===== config.mk =====
export PLATFORM = sky130hd
export DESIGN_NAME = dtc_top
export DESIGN_NICKNAME = d
export VERILOG_FILES = /design/src/hdl/dtc_oneshot.v /design/src/hdl/dtc_top.v
export VERILOG_INCLUDE_DIRS = /design/src /design/src/hdl
export SDC_FILE = /design/constraint.sdc
export NUM_CORES = 1
export LEC_CHECK = 0
export BUFFER_PORTS_ARGS = -buffer_cell sky130_fd_sc_hd__buf_2
export CAP_MARGIN = 20
export CORE_ASPECT_RATIO = 2
export CORE_MARGIN = 4
export CORE_UTILIZATION = 40
export CTS_CLUSTER_DIAMETER = 30
export CTS_CLUSTER_SIZE = 28
export DETAILED_ROUTE_END_ITERATION = 8
export HOLD_SLACK_MARGIN = 0.1
export PLACE_DENSITY = 0.6
export SYNTH_ARGS = -nofsm -noshare
export SYNTH_HDL_FRONTEND = slang
export SYNTH_SLANG_ARGS = --single-unit

===== constraint.sdc =====
create_clock -name core_clk -period 5.8 [get_ports core_clk]
set_input_delay 0.29 -clock core_clk [delete_from_list [all_inputs] [get_ports core_clk]]
set_output_delay 0.29 -clock core_clk [all_outputs]
set_load 0.01 [all_outputs]

===== src/hdl/dtc_consts.vh =====
// Constants for the drum transfer control block
`ifndef DTC_CONSTS_VH
`define DTC_CONSTS_VH

// ************************************************************
// Accumulator bit positions (bit 00 is the most significant)
// ************************************************************
`define DTC_AC_W 12
`define DTC_AC_B00 11
`define DTC_AC_B01 10
`define DTC_AC_B02 9
`define DTC_AC_B03 8
`define DTC_FIELD_HI 5
`define DTC_FIELD_LO 3
`define DTC_TRACK_HI 8
`define DTC_SECTOR_HI 7

// ************************************************************
// Widths, limits and reset values
// ************************************************************
`define DTC_FIELD_W 3
`define DTC_TRACK_W 9
`define DTC_SECTOR_W 8
`define DTC_WORD_W 6
`define DTC_SECTOR_MAX 8'h3F
`define DTC_WORDS_PER_SECTOR 6'h28
`define DTC_AC_ZERO 12'h000

// ************************************************************
// Timing
// ************************************************************
`define DTC_CLK_PERIOD_NS 100
`define DTC_HEAD_DELAY_US 40
// Head delay in clocks, sized to the one-shot counter: 40 us at a 100 ns clock
`define DTC_HEAD_DELAY_CYC 12'h190
`define DTC_DELAY_W 12

`endif


===== src/hdl/dtc_oneshot.v =====
// Retriggerable one-shot delay counter
`timescale 1ns/10ps
`default_nettype none
module dtc_oneshot #(
  parameter WIDTH = 12,
  parameter [WIDTH-1:0] CYCLES = 12'h190
) (
  // Clock and reset
  input wire core_clk,
  input wire rst_sync_b,
  // Trigger and output
  input wire trigger,
  output wire active
);
  reg [WIDTH-1:0] count;

  // Load on trigger, count down to zero
  always @(posedge core_clk or negedge rst_sync_b) begin
    if (!rst_sync_b) begin
      count <= {WIDTH{1'b0}};
    end else if (trigger) begin
      count <= CYCLES;
    end else if (count != {WIDTH{1'b0}}) begin
      count <= count - {{(WIDTH-1){1'b0}}, 1'b1};
    end
  end

  assign active = (count != {WIDTH{1'b0}});
endmodule // dtc_oneshot
`default_nettype wire


===== src/hdl/dtc_top.v =====
// Drum transfer control: addressing, sector search, start/stop and status
`timescale 1ns/10ps
`default_nettype none
`include "dtc_consts.vh"
module dtc_top (
  // Clock and reset
  input wire core_clk,
  input wire rst_b,
  // Processor I/O commands (one-cycle pulses on core_clk)
  input wire ext_addr_load_cmd,
  input wire sector_load_cmd,
  input wire track_load_and_start_cmd,
  input wire status_read_cmd,
  input wire clear_flag_cmd,
  input wire [`DTC_AC_W-1:0] buffered_accumulator,
  // Answers to the processor
  output reg [`DTC_AC_W-1:0] ac_in,
  output reg ac_clear,
  output reg [`DTC_FIELD_W-1:0] mem_field,
  output reg done_flag,
  output wire interrupt_request,
  // Drum timing and condition (asynchronous)
  input wire sector_pulse,
  input wire index_pulse,
  input wire drum_ready,
  output reg [`DTC_TRACK_W-1:0] track_addr,
  // Data, derandomizer and word-count boards (asynchronous)
  input wire last_word_last_bit_pulse,
  input wire buffer_break_req,
  input wire buffer_empty,
  input wire word_count_overflow,
  input wire data_error_in,
  output reg read_match,
  output reg write_match,
  output wire write_enable,
  output wire derand_activate,
  output reg data_board_activate,
  output reg forty_words,
  output reg drum_break_request,
  // Status levels
  output wire busy,
  output reg sector_missing,
  output reg illegal,
  output reg data_error
);

  // ************************************************************
  // Reset release
  // ************************************************************
  reg rst_meta;
  reg rst_sync_b;

  // Asynchronous assert, two-flop release
  always @(posedge core_clk or negedge rst_b) begin
    if (!rst_b) begin
      rst_meta <= 1'b0;
      rst_sync_b <= 1'b0;
    end else begin
      rst_meta <= 1'b1;
      rst_sync_b <= rst_meta;
    end
  end

  // ************************************************************
  // Input synchronisers and edge detection
  // ************************************************************
  localparam NSYNC = 7;
  wire [NSYNC-1:0] async_in;
  reg [NSYNC-1:0] sync_a;
  reg [NSYNC-1:0] sync_b;
  reg [NSYNC-1:0] sync_d;
  wire [NSYNC-1:0] rise;

  assign async_in = {data_error_in, word_count_overflow, buffer_empty, buffer_break_req,
                     last_word_last_bit_pulse, index_pulse, sector_pulse};

  genvar gi;
  generate
    for (gi = 0; gi < NSYNC; gi = gi + 1) begin : g_sync
      // Two flops, then a delayed copy for edges
      always @(posedge core_clk or negedge rst_sync_b) begin
        if (!rst_sync_b) begin
          sync_a[gi] <= 1'b0;
          sync_b[gi] <= 1'b0;
          sync_d[gi] <= 1'b0;
        end else begin
          sync_a[gi] <= async_in[gi];
          sync_b[gi] <= sync_a[gi];
          sync_d[gi] <= sync_b[gi];
        end
      end
      assign rise[gi] = sync_b[gi] & ~sync_d[gi];
    end
  endgenerate

  wire sector_lvl = sync_b[0];
  wire sector_edge = rise[0];
  wire index_edge = rise[1];
  wire last_word_last_bit_pulse_edge = rise[2];
  wire break_lvl = sync_b[3];
  wire empty_lvl = sync_b[4];
  wire wc_ovf_lvl = sync_b[5];
  wire data_err_edge = rise[6];

  // Ready is a plain level; loss of it is sampled twice too
  reg ready_a;
  reg ready_s;

  // Ready synchroniser
  always @(posedge core_clk or negedge rst_sync_b) begin
    if (!rst_sync_b) begin
      ready_a <= 1'b0;
      ready_s <= 1'b0;
    end else begin
      ready_a <= drum_ready;
      ready_s <= ready_a;
    end
  end

  // ************************************************************
  // Head-switch delay
  // ************************************************************
  wire head_delay;

  // Every track load restarts the delay
  dtc_oneshot #(
    .WIDTH(`DTC_DELAY_W),
    .CYCLES(`DTC_HEAD_DELAY_CYC)
  ) u_head_delay (
    .core_clk(core_clk),
    .rst_sync_b(rst_sync_b),
    .trigger(track_load_and_start_cmd),
    .active(head_delay)
  );

  // ************************************************************
  // Address registers
  // ************************************************************
  reg [`DTC_SECTOR_W-1:0] sector_addr;

  // Field, track and sector latches
  always @(posedge core_clk or negedge rst_sync_b) begin
    if (!rst_sync_b) begin
      mem_field <= {`DTC_FIELD_W{1'b0}};
      track_addr <= {`DTC_TRACK_W{1'b0}};
      sector_addr <= {`DTC_SECTOR_W{1'b0}};
    end else begin
      if (ext_addr_load_cmd) begin
        mem_field <= buffered_accumulator[`DTC_FIELD_HI:`DTC_FIELD_LO];
      end
      if (track_load_and_start_cmd) begin
        track_addr <= buffered_accumulator[`DTC_TRACK_HI:0];
      end
      if (sector_load_cmd) begin
        sector_addr <= buffered_accumulator[`DTC_SECTOR_HI:0];
      end
    end
  end

  // ************************************************************
  // Sector counter and comparator
  // ************************************************************
  reg [`DTC_SECTOR_W-1:0] sector_count;
  wire sector_equal;

  // Index clears, sector pulse advances
  always @(posedge core_clk or negedge rst_sync_b) begin
    if (!rst_sync_b) begin
      sector_count <= {`DTC_SECTOR_W{1'b0}};
    end else if (index_edge) begin
      sector_count <= {`DTC_SECTOR_W{1'b0}};
    end else if (sector_edge) begin
      sector_count <= sector_count + 8'h01;
    end
  end

  // Comparison is blanked while the heads settle
  assign sector_equal = (sector_count == sector_addr) & ~head_delay;

  // ************************************************************
  // Start flops and busy
  // ************************************************************
  reg read_start;
  reg write_start;
  reg wc_ovf_latched;
  reg match;
  wire stop_now;
  wire fault_stop;

  assign busy = read_start | write_start;
  assign fault_stop = illegal | sector_missing;

  // Shutdown strobed at sector pulse time
  assign stop_now = sector_edge & wc_ovf_latched & forty_words
                    & (~write_start | empty_lvl);

  // Start selection from accumulator bit 00
  always @(posedge core_clk or negedge rst_sync_b) begin
    if (!rst_sync_b) begin
      read_start <= 1'b0;
      write_start <= 1'b0;
    end else if (clear_flag_cmd) begin
      read_start <= 1'b0;
      write_start <= 1'b0;
    end else if (track_load_and_start_cmd) begin
      read_start <= ~buffered_accumulator[`DTC_AC_B00];
      write_start <= buffered_accumulator[`DTC_AC_B00];
    end else if (stop_now | fault_stop) begin
      read_start <= 1'b0;
      write_start <= 1'b0;
    end
  end

  // Overflow latch from the word-count board
  always @(posedge core_clk or negedge rst_sync_b) begin
    if (!rst_sync_b) begin
      wc_ovf_latched <= 1'b0;
    end else if (wc_ovf_lvl & busy) begin
      wc_ovf_latched <= 1'b1;
    end else if (~busy) begin
      wc_ovf_latched <= 1'b0;
    end
  end

  // ************************************************************
  // Match flop and data board activation
  // ************************************************************
  // Sets at sector pulse after equality, holds until idle
  always @(posedge core_clk or negedge rst_sync_b) begin
    if (!rst_sync_b) begin
      match <= 1'b0;
    end else if (~busy) begin
      match <= 1'b0;
    end else if (sector_edge & sector_equal & drum_break_request) begin
      match <= 1'b1;
    end
  end

  // Activation is gated by sector pulse, illegal and sector-missing
  always @(posedge core_clk or negedge rst_sync_b) begin
    if (!rst_sync_b) begin
      data_board_activate <= 1'b0;
    end else begin
      data_board_activate <= match & ~sector_lvl & ~fault_stop;
    end
  end

  // Mode outputs follow the start flops
  always @(posedge core_clk or negedge rst_sync_b) begin
    if (!rst_sync_b) begin
      read_match <= 1'b0;
      write_match <= 1'b0;
    end else begin
      read_match <= read_start;
      write_match <= write_start;
    end
  end

  assign write_enable = write_match;
  assign derand_activate = read_match;

  // ************************************************************
  // Forty-word counter
  // ************************************************************
  reg [`DTC_WORD_W-1:0] word_count;
  reg match_d;

  // Remember match to catch its rising edge
  always @(posedge core_clk or negedge rst_sync_b) begin
    if (!rst_sync_b) begin
      match_d <= 1'b0;
    end else begin
      match_d <= match;
    end
  end

  // Counts last-bit pulses, cleared by sector pulse or new match
  always @(posedge core_clk or negedge rst_sync_b) begin
    if (!rst_sync_b) begin
      word_count <= {`DTC_WORD_W{1'b0}};
      forty_words <= 1'b0;
    end else if ((match & ~match_d) | sector_edge) begin
      word_count <= {`DTC_WORD_W{1'b0}};
      forty_words <= 1'b0;
    end else if (last_word_last_bit_pulse_edge & data_board_activate & ~forty_words) begin
      word_count <= word_count + 6'h01;
      forty_words <= (word_count + 6'h01) == `DTC_WORDS_PER_SECTOR;
    end
  end

  // ************************************************************
  // Break request
  // ************************************************************
  // Follows the buffer while running and no overflow
  always @(posedge core_clk or negedge rst_sync_b) begin
    if (!rst_sync_b) begin
      drum_break_request <= 1'b0;
    end else begin
      drum_break_request <= break_lvl & busy & ~wc_ovf_latched & ~wc_ovf_lvl;
    end
  end

  // ************************************************************
  // Sector-not-found and illegal status
  // ************************************************************
  reg [1:0] index_stage;
  reg busy_d;

  // Two-stage index count while searching
  always @(posedge core_clk or negedge rst_sync_b) begin
    if (!rst_sync_b) begin
      index_stage <= 2'h0;
    end else if (~busy | match) begin
      index_stage <= 2'h0;
    end else if (index_edge) begin
      index_stage <= {index_stage[0], 1'b1};
    end
  end

  // Sticky sector-missing; set beats clear
  always @(posedge core_clk or negedge rst_sync_b) begin
    if (!rst_sync_b) begin
      sector_missing <= 1'b0;
    end else if (busy & index_stage[1]) begin
      sector_missing <= 1'b1;
    end else if (track_load_and_start_cmd & (sector_addr > `DTC_SECTOR_MAX)) begin
      sector_missing <= 1'b1;
    end else if (clear_flag_cmd) begin
      sector_missing <= 1'b0;
    end
  end

  // Illegal only with busy and a drum or sync fault
  always @(posedge core_clk or negedge rst_sync_b) begin
    if (!rst_sync_b) begin
      illegal <= 1'b0;
    end else if (busy & (~ready_s | sector_missing)) begin
      illegal <= 1'b1;
    end else if (clear_flag_cmd) begin
      illegal <= 1'b0;
    end
  end

  // Data error from the data board
  always @(posedge core_clk or negedge rst_sync_b) begin
    if (!rst_sync_b) begin
      data_error <= 1'b0;
    end else if (data_err_edge) begin
      data_error <= 1'b1;
    end else if (clear_flag_cmd) begin
      data_error <= 1'b0;
    end
  end

  // ************************************************************
  // Done flag and interrupt
  // ************************************************************
  // Remember busy to see it fall
  always @(posedge core_clk or negedge rst_sync_b) begin
    if (!rst_sync_b) begin
      busy_d <= 1'b0;
    end else begin
      busy_d <= busy;
    end
  end

  // Done sets on busy falling; set beats clear
  always @(posedge core_clk or negedge rst_sync_b) begin
    if (!rst_sync_b) begin
      done_flag <= 1'b0;
    end else if (busy_d & ~busy) begin
      done_flag <= 1'b1;
    end else if (clear_flag_cmd) begin
      done_flag <= 1'b0;
    end
  end

  assign interrupt_request = done_flag | illegal | sector_missing;

  // ************************************************************
  // Accumulator answers
  // ************************************************************
  // Status word and accumulator clear, one cycle after the command
  always @(posedge core_clk or negedge rst_sync_b) begin
    if (!rst_sync_b) begin
      ac_in <= `DTC_AC_ZERO;
      ac_clear <= 1'b0;
    end else begin
      ac_clear <= ext_addr_load_cmd | sector_load_cmd
                  | track_load_and_start_cmd | status_read_cmd;
      ac_in <= `DTC_AC_ZERO;
      if (status_read_cmd) begin
        ac_in[`DTC_AC_B00] <= ~ready_s;
        ac_in[`DTC_AC_B01] <= sector_missing;
        ac_in[`DTC_AC_B02] <= busy;
        ac_in[`DTC_AC_B03] <= data_error;
      end
    end
  end

endmodule // dtc_top
`default_nettype wire


==> impl_metrics.tcl, run 1 <==
set metrics [dict create \
    status "complete, no violations" \
    synth_cell_type_count 44 \
    core_um2 8951 \
    clk_path_buf_depth 2 \
    crit_path_end_kind "register" \
    cts_tree "done" \
    cp_max_fo 8 \
    drc_errors 0 \
    start_util_pct 40.66 \
    ant_nets 0 \
    final_util_pct 49.05 \
    cts_setup_buffers 0 \
    ys_ff_latch 90 \
    grt_pass1_wl_um 11620 \
    drt_iter0_markers 80 \
    max_cap_violations 0 \
    final_cells 466 \
    viasPerCell 5.088 \
    required_ps 6020 \
    ios 65 \
    grt_max_degree 67 \
    syn-instance-count 295 \
    critPathKind "register to register" \
    synthSimpleGateAreaFrac_pct 14.06 \
    die_h_um 142.9 \
    postCtsHoldBufs 9 \
    ctsResizeCount 0 \
    dp_cells 441 \
    overflow 0 \
    r2r_start "u_head_delay.count[0]$_DFFE_PN0P_" \
    synthTopCellsByCount "dfrtp_1 (90), nor2_1 (27), mux2_2 (20)" \
    netlist.area_leader.share_pct 61.88 \
    synth_sequential_area_ratio_pct 61.88 \
    diodes 0 \
    max_freq_mhz 447.2 \
    dp_hpwl_um 4912 \
    muxShareOfSynthArea_pct 7.425 \
    crit_path_start "u_head_delay.count[0]$_DFFE_PN0P_" \
    grt_pass1_vias 2534 \
    htreeDepth 3 \
    clock_latency_ps 330 \
    fin_crit_ps 2236 \
    yosysMostFrequentCell "dfrtp_1" \
    critPathCapture "u_head_delay.count[9]$_DFFE_PN0P_" \
    setup_viol 0 \
    area_delta_synth_final_pct 20.63 \
    fin_setup_tns_ps 0 \
    power.density_nw_per_um2 335.4 \
    cts_buffers 9 \
    die_w_um 75.45 \
    yosys_warnings 0 \
    finalHoldWorstSlack_ps 179.4 \
    dr_total_vias 2371 \
    postSynth.asyncResetShare_pct 100.0 \
    cts-root-buf "clkbuf_16" \
    synth_xor_area_share_pct 5.775 \
    fin_crit_sh_pct 38.55 \
    clkSlewWorstSetupHoldPaths_ps 60 \
    relSlewSlack_pct 28.62 \
    synth_compound_area_share_pct 4.710 \
    yosysTopAreaCell "dfrtp_1" \
    skew_ps 4.197 \
    slew_viol_final 0 \
    grt_util_all_layers_pct 14.45 \
    synth.area.top_cells "dfrtp_1 (62%), mux2_2 (6.2%), xor2_1 (3.9%)" \
    rows 49 \
    syn_area_um2 3640 \
    dr.pass1.iters 4 \
    post_route_cells_drive_above_1_share_pct 26.10 \
    r2r_cells 6 \
    dieArea_um2 10780 \
    vdd_drop_max_mv 0.2497 \
    wl_per_cell_um 14.99 \
    wirelength_um 6984 \
    globalplace.congestion 0.7866 \
    r2r_slack_ps 3560 \
    synth_edf_count 0 \
    clock-sinks 90 \
    reg2reg_to "u_head_delay.count[9]$_DFFE_PN0P_" \
    ys.flop_type "dfrtp_1" \
    nets 391 \
    arrival_ps 2460 \
    leakage_uw 0.002046 \
    nFillCells 816 \
    numPortBuffers 54 \
    worst_pin_slew_ps 1056 \
    synth_top_family_by_area "simple AND/OR/NAND/NOR gates" \
    hold_viol 0 \
    rsz0062_at_grt "no" \
    hp-class "input port to register" \
    antenna_found_initial 0 \
    start_kind "register" \
    synth_fa_ha_area_share_pct 1.719 \
    synth_area_per_cell_um2 12.34 \
]
[flip-flops by register name, indices dropped and copies added, names as in the netlist, 2 cells and up]
register and flops:
mem_field 3, sector_addr 8, sync_b 3, track_addr 9, sync_a 7, ac_in 4
sector_count 8, index_stage 2, sync_d 4, word_count 6, u_head_delay.count 12
[logic make-up (layout without fill, tap and decap cells)]
group	Yosys count	count (layout)
xor+xnor	24	24
compound gates	28	28
mux	24	24
fa+ha+maj	5	5
other cells	2	9
buf+inv	29	91
flops	90	90
simple gates	93	93
[placed cells by master (no fill, tap or decap), types with 3 or more instances in the layout]
cell type,netlist,routed
o21ai_0,8,8
a21oi_1,8,8
nor2b_1,6,6
buf_2,0,54
nor2_1,27,27
nand3b_1,3,3
mux2i_1,3,3
nand2_1,12,12
and2_1,4,4
ha_1,5,5
or4_1,3,3
or3_1,5,5
nand4_1,8,8
nand2b_1,5,5
xor2_1,16,16
o22ai_1,3,3
dfrtp_1,90,89
mux2_2,20,20
clkbuf_16,0,9
xnor2_1,8,8
and3_1,3,3
inv_1,11,11
nor3_1,4,4
dlygate4sd3_1,0,9
conb_1,2,9
[stage by stage]
stage	worst slack (ps)	power, µW	area (µm²)
after floorplan	3108	793.4	3666
after global placement	3564	837.6	3963
after detailed placement	3532	842.8	3963
after CTS	3518	1494	4390
after global routing	3441	1540	4390
final	3564	1472	4390
[how the worst min path moves through the flow]
stage                             start                endpoint  slack, ps  depth (start not counted)
6_report       buffered_accumulator[11]  read_start$_DFFE_PN0P_        180                          2
5_1_grt        buffered_accumulator[11]  read_start$_DFFE_PN0P_        160                          2
4_1_cts        buffered_accumulator[11]  read_start$_DFFE_PN0P_        170                          2
3_5_place_dp                      rst_b    rst_sync_b$_DFF_PN0_         80                          1
3_3_place_gp                      rst_b      rst_meta$_DFF_PN0_         70                          1
2_1_floorplan                     rst_b      rst_meta$_DFF_PN0_         -6                          0
[area by class of cell]
cell class | instances | area [µm²] | share of cell area, %
Tap cell | 102 | 127.6 | 2.907
Sequential cell | 90 | 2256 | 51.38
Timing Repair Buffer | 64 | 367.9 | 8.378
Clock buffer | 11 | 252.7 | 5.757
Inverter | 11 | 41.29 | 0.9404
Multi-Input combinational cell | 183 | 1260 | 28.70
Clock inverter | 5 | 85.08 | 1.938
[critical path, cell delays in order (launching register included)]
cell and delay [ps]:
dfrtp_1 420, inv_1 90, ha_1 130, or3b_1 420, or3_1 520, and4_4 260, mux2_4 280
[power breakdown]
group / internal [µW] / switching [µW] / leakage, µW
combinational: 60.4 / 71.0 / 0.000765
sequential: 668 / 32.9 / 0.00112
clock: 403 / 237 / 0.000162
[metal layers]
| metal | wire [µm] | GRT usage, % | up-vias |
|---|---|---|---|
| met1 | 2533 | 15.25 | 1200 |
| met3 | 286 | 4.228 | 11 |
| met4 | 172 | 7.005 | 0 |
| li1 | - | - | 1116 |
| met5 | 0 | 0 | - |
| met2 | 3992 | 25.26 | 44 |
(Power assumes the default switching activity.)
==> run 2: changes to the inputs <==
==> constraint.sdc (replaced) <==
create_clock -name core_clk -period 2.3 [get_ports core_clk]
set_input_delay 0.115 -clock core_clk [delete_from_list [all_inputs] [get_ports core_clk]]
set_output_delay 0.115 -clock core_clk [all_outputs]
set_load 0.01 [all_outputs]
==> run 2 against run 1 <==
Via count is 2.0% higher. Final cell count up 4.9%. Sequential power grew to 2.5 times the previous value. Routed wire length grew 2.7%. Design area is 4.1% higher. Global-route usage increased by 0.64 points.
==> impl_metrics.tcl, run 2 (synthesis results as in run 1) <==
set metrics [dict create \
    antenna_found_initial 0 \
    die_h_um 142.9 \
    cp_num_buf_inv 1 \
    numPortBuffers 54 \
    max_cap_violations 0 \
    regMostFlops "u_head_delay.count" \
    grt_max_degree 47 \
    htreeDepth 3 \
    overflow 0 \
    grt_pass1_vias 2606 \
    fin_setup_tns_ps 0 \
    dr.pass1.iters 4 \
    placed_area_um2 4023 \
    dieArea_um2 10780 \
    r2r_slack_ps 200 \
    vdd_drop_max_mv 0.6627 \
    slew_viol_final 0 \
    dr_total_vias 2418 \
    drt_iter0_markers 94 \
    wl_per_cell_um 14.67 \
    register_area_um2 2256 \
    cts_buffers 9 \
    path_cells "inv_1 > ha_1 > or3b_1 > or3_1 > and4_4 > mux2_4" \
    hp-class "input port to register" \
    hold_viol 0 \
    globalplace.congestion 0.7957 \
    final_area_um2 4571 \
    r2r_cells 6 \
    nFillCells 807 \
    slowest_delay_ps 420 \
    core_um2 8951 \
    ios 65 \
    arrival_ps 2320 \
    grt_pass1_wl_um 12280 \
    setup_viol 0 \
    required_ps 2520 \
    clock-sinks 90 \
    start_util_pct 40.66 \
    r2r_start "u_head_delay.count[0]$_DFFE_PN0P_" \
    post_route_cells_drive_above_1_share_pct 26.61 \
    relSlewSlack_pct 61.18 \
    crit_path_end_kind "register" \
    start_kind "register" \
    finalHoldWorstSlack_ps 164.0 \
    critical_path.slowest_cell "or3b_1" \
    dp_hpwl_um 5011 \
    wirelength_um 7176 \
    reg2reg_to "u_head_delay.count[9]$_DFFE_PN0P_" \
    area_delta_synth_final_pct 25.58 \
    clkSlewWorstSetupHoldPaths_ps 60 \
    clock_latency_ps 340 \
    worst_pin_slew_ps 582.4 \
    ant_nets 0 \
    worst_hold_startpoint "sector_load_cmd" \
    status "complete, no violations" \
    grt_util_all_layers_pct 15.09 \
    multi_input_area_um2 1260 \
    final_common_cell "dfrtp_1" \
    top_regs "u_head_delay.count (12), track_addr (9)" \
    nets 414 \
    layout_common_cells "dfrtp_1 (89), buf_2 (54), nor2_1 (27)" \
    drc_errors 0 \
    skew_ps 12.90 \
    viasPerCell 4.945 \
    worst_path_dominant_cell_family "simple AND/OR/NAND/NOR gates" \
    rows 49 \
    cp_max_fo 5 \
    clk_path_buf_depth 2 \
    holdPathStages 2 \
    critPathKind "register to register" \
    leakage_uw 0.002131 \
    diodes 0 \
    hold_path_end "ac_clear$_DFF_PN0_" \
    die_w_um 75.45 \
    fin_crit_sh_pct 91.34 \
    max_freq_mhz 476.0 \
    rsz0062_at_grt "no" \
    largest_reg_flops 12 \
    fin_crit_ps 2101 \
    cts_tree "done" \
    cts-root-buf "clkbuf_16" \
    power.density_nw_per_um2 792.3 \
]
-- run 2: cell count changes in the layout (fill, tap and decap cells not counted), sizes merged --
cell,delta
buf,+8
clkbuf,-2
bufinv,-1
clkinvlp,+1
inv,+2
dlygate4sd3,+15
-- run 2: final cells by class --
class | count | area share [%]
Clock buffer | 9 | 4.927
Clock inverter | 7 | 1.807
Inverter | 11 | 0.9034
Multi-Input combinational cell | 183 | 27.57
Sequential cell | 90 | 49.36
Tap cell | 102 | 2.792
Timing Repair Buffer | 87 | 12.65
-- run 2: per-stage QoR --
step                      cells  setup WS, ps  utilization (%)  power [µW]
after floorplan             302         218.7                -        2001
after CTS                   489         194.8            51.06        3683
after global routing        489         70.77            51.06        3795
after detailed placement    449         238.4            44.94        2134
after global placement      449         282.3            44.94        2122
final                       489         199.2            51.06        3621
-- run 2: worst max path at each step --
stage,slack (ps),cells past startpoint,from,end
final,200,6,u_head_delay.count[0]$_DFFE_PN0P_,u_head_delay.count[9]$_DFFE_PN0P_
after global routing,70,6,u_head_delay.count[0]$_DFFE_PN0P_,u_head_delay.count[9]$_DFFE_PN0P_
after CTS,190,6,u_head_delay.count[0]$_DFFE_PN0P_,u_head_delay.count[9]$_DFFE_PN0P_
after detailed placement,240,6,u_head_delay.count[0]$_DFFE_PN0P_,u_head_delay.count[9]$_DFFE_PN0P_
after global placement,280,6,u_head_delay.count[0]$_DFFE_PN0P_,u_head_delay.count[9]$_DFFE_PN0P_
after floorplan,220,7,u_head_delay.count[0]$_DFFE_PN0P_,u_head_delay.count[9]$_DFFE_PN0P_
-- run 2: layer usage --
layer / share of wire (%) / GRT usage, % / up-vias / wire (µm)
li1: - / - / 1161 / -
met1: 38 / 16.76 / 1203 / 2760
met2: 57 / 26.63 / 47 / 4065
met3: 3.3 / 2.889 / 7 / 238
met4: 1.6 / 7.189 / 0 / 112
met5: 0 / 0 / - / 0
-- run 2: power breakdown --
group,internal (µW),leakage (µW),switching (µW),total [µW]
logic,180,0.000868,177,357
registers,1680,0.00112,92.5,1780
clock network,858,0.000145,629,1490
-- run 2: repair_timing --
action	4_1_cts	5_1_grt
buffers inserted	0	0
hold endpoints to repair	40	0
hold buffers	24	0
resized for setup	0	0
==> run 3: changes to the inputs <==
--- a/config.mk
+++ b/config.mk
@@ -8,7 +8,6 @@
 export LEC_CHECK = 0
 export BUFFER_PORTS_ARGS = -buffer_cell sky130_fd_sc_hd__buf_2
 export CAP_MARGIN = 20
-export CORE_ASPECT_RATIO = 2
 export CORE_MARGIN = 4
 export CORE_UTILIZATION = 40
 export CTS_CLUSTER_DIAMETER = 30
@@ -16,6 +15,7 @@
 export DETAILED_ROUTE_END_ITERATION = 8
 export HOLD_SLACK_MARGIN = 0.1
 export PLACE_DENSITY = 0.6
+export SKIP_LAST_GASP = 1
 export SYNTH_ARGS = -nofsm -noshare
 export SYNTH_HDL_FRONTEND = slang
 export SYNTH_SLANG_ARGS = --single-unit
==> run 3 against run 2 <==
Setup slack gained 13 ps. Highest routed layer unchanged. Global-route usage shrank 1.2 points. Non-clock buffer count shrank 1. Critical path depth is the same. Hold slack lost 15 ps. First-iteration DRC count grew 11%.
==> impl_metrics.tcl, run 3 (synthesis results as in run 1) <==
set metrics [dict create \
    area_delta_synth_final_pct 21.90 \
    arrival_ps 2320 \
    fin_crit_sh_pct 90.77 \
    slowest_delay_ps 420 \
    cts_tree "done" \
    clock-sinks 90 \
    cp_max_fo 5 \
    ios 65 \
    critPathKind "register to register" \
    die_w_um 103.4 \
    dr_total_vias 2386 \
    dieArea_um2 10690 \
    vdd_drop_max_mv 0.2993 \
    hold_viol 0 \
    grt_pass1_wl_um 11320 \
    largest_reg_flops 12 \
    dp_hpwl_um 4702 \
    setup_viol 0 \
    wirelength_um 6979 \
    numPortBuffers 54 \
    rows 34 \
    final_common_cell "dfrtp_1" \
    ant_nets 0 \
    postCtsHoldBufs 23 \
    worst_pin_slew_ps 692.9 \
    core_um2 8806 \
    layout_common_cells "dfrtp_1 (89), buf_2 (54), nor2_1 (27)" \
    ctsResizeCount 0 \
    power.density_nw_per_um2 702.2 \
    fin_setup_tns_ps 0 \
    cts_setup_buffers 0 \
    leakage_uw 0.002062 \
    drc_errors 0 \
    viasPerCell 4.830 \
    grt_max_degree 57 \
    critical_path.slowest_cell "dfrtp_1" \
    clkSlewWorstSetupHoldPaths_ps 90 \
    grt_pass1_vias 2323 \
    required_ps 2530 \
    wl_per_cell_um 14.13 \
    path_cells "inv_1 > ha_1 > or3b_1 > or3_1 > and4_4 > mux2_4" \
    start_util_pct 41.33 \
    die_h_um 103.4 \
    regMostFlops "u_head_delay.count" \
    top_regs "u_head_delay.count (12), track_addr (9)" \
    overflow 0 \
    globalplace.congestion 0.7893 \
    cts-root-buf "clkbuf_8" \
    clk_path_buf_depth 2 \
    diodes 0 \
    cts_buffers 9 \
    dr.pass1.iters 4 \
    skew_ps 18.88 \
    fin_ws_ps 212.2 \
    crit_path_end_kind "register" \
    drt_iter0_markers 104 \
    nFillCells 785 \
    relSlewSlack_pct 53.81 \
    slew_viol_final 0 \
    dp_slack_ps 214.7 \
    antenna_found_initial 0 \
    fin_crit_ps 2088 \
    start_kind "register" \
    hp-class "input port to register" \
    max_freq_mhz 479.0 \
    max_cap_violations 0 \
    htreeDepth 3 \
    post_route_cells_drive_above_1_share_pct 26.42 \
    grt_util_all_layers_pct 13.90 \
    rsz0062_at_grt "no" \
    status "complete, no violations" \
    clock_latency_ps 360 \
    nets 413 \
]
run 3: through the flow:
| step | hold WS [ps] | cells | total power [µW] | instance area (µm²) | utilization (%) |
|---|---|---|---|---|---|
| after floorplan | -180.6 | 302 | 2001 | 3667 | - |
| after global placement | -100.3 | 455 | 2120 | 4030 | 45.77 |
| after detailed placement | -98.72 | 455 | 2130 | 4030 | 45.77 |
| after CTS | 121.2 | 494 | 3157 | 4437 | 50.38 |
| after global routing | 147.7 | 494 | 3283 | 4437 | 50.38 |
| final | 148.6 | 494 | 3115 | 4437 | 50.38 |
run 3: final cells by class:
cell class | count | area, µm² | share of cell area, %
flip-flops and latches | 90 | 2256 | 50.85
well taps | 108 | 135.1 | 3.046
repair buffers | 86 | 568.0 | 12.80
multi-input cells | 183 | 1260 | 28.40
clock inverters | 6 | 48.80 | 1.100
clock buffers | 10 | 127.6 | 2.876
inverters | 11 | 41.29 | 0.9306
run 3: critical path: cells and delay by family (launching register included):
family	cells	cell delay (ps)
flops	1	420
mux	1	280
simple gates	3	1030
buf+inv	1	100
fa+ha+maj	1	150
run 3: final timing paths:
path | startpoint | to | slack (ps) | cells after the start
max | u_head_delay.count[0]$_DFFE_PN0P_ | u_head_delay.count[9]$_DFFE_PN0P_ | 210 | 6
min | sector_load_cmd | ac_clear$_DFF_PN0_ | 150 | 2
max reg2reg | u_head_delay.count[0]$_DFFE_PN0P_ | u_head_delay.count[9]$_DFFE_PN0P_ | 210 | 6
min reg2reg | sync_a[1]$_DFF_PN0_ | sync_b[1]$_DFF_PN0_ | 360 | 0
max in group asynchronous | rst_sync_b$_DFF_PN0_ | u_head_delay.count[10]$_DFFE_PN0P_ | 1210 | 1
min in group asynchronous | rst_sync_b$_DFF_PN0_ | sync_b[6]$_DFF_PN0_ | 390 | 0
run 3: per-layer routing:
metal  GRT usage [%]  vias to the layer above  share of wire, %  wire, µm
li1                -                     1156                 -         -
met1           18.64                     1166                47      3261
met2           21.57                       51                48      3319
met3           3.957                       13               4.0       277
met4           5.179                        0               1.7       120
met5               0                        -                 0         0
run 3: report_power, final:
part	switching (µW)	total (µW)	internal, µW	leakage [µW]
logic	169	346	176	0.000864
registers	96.5	1780	1680	0.00112
clock network	586	990	405	0.0000799
total	851	3120	2260	0.00206
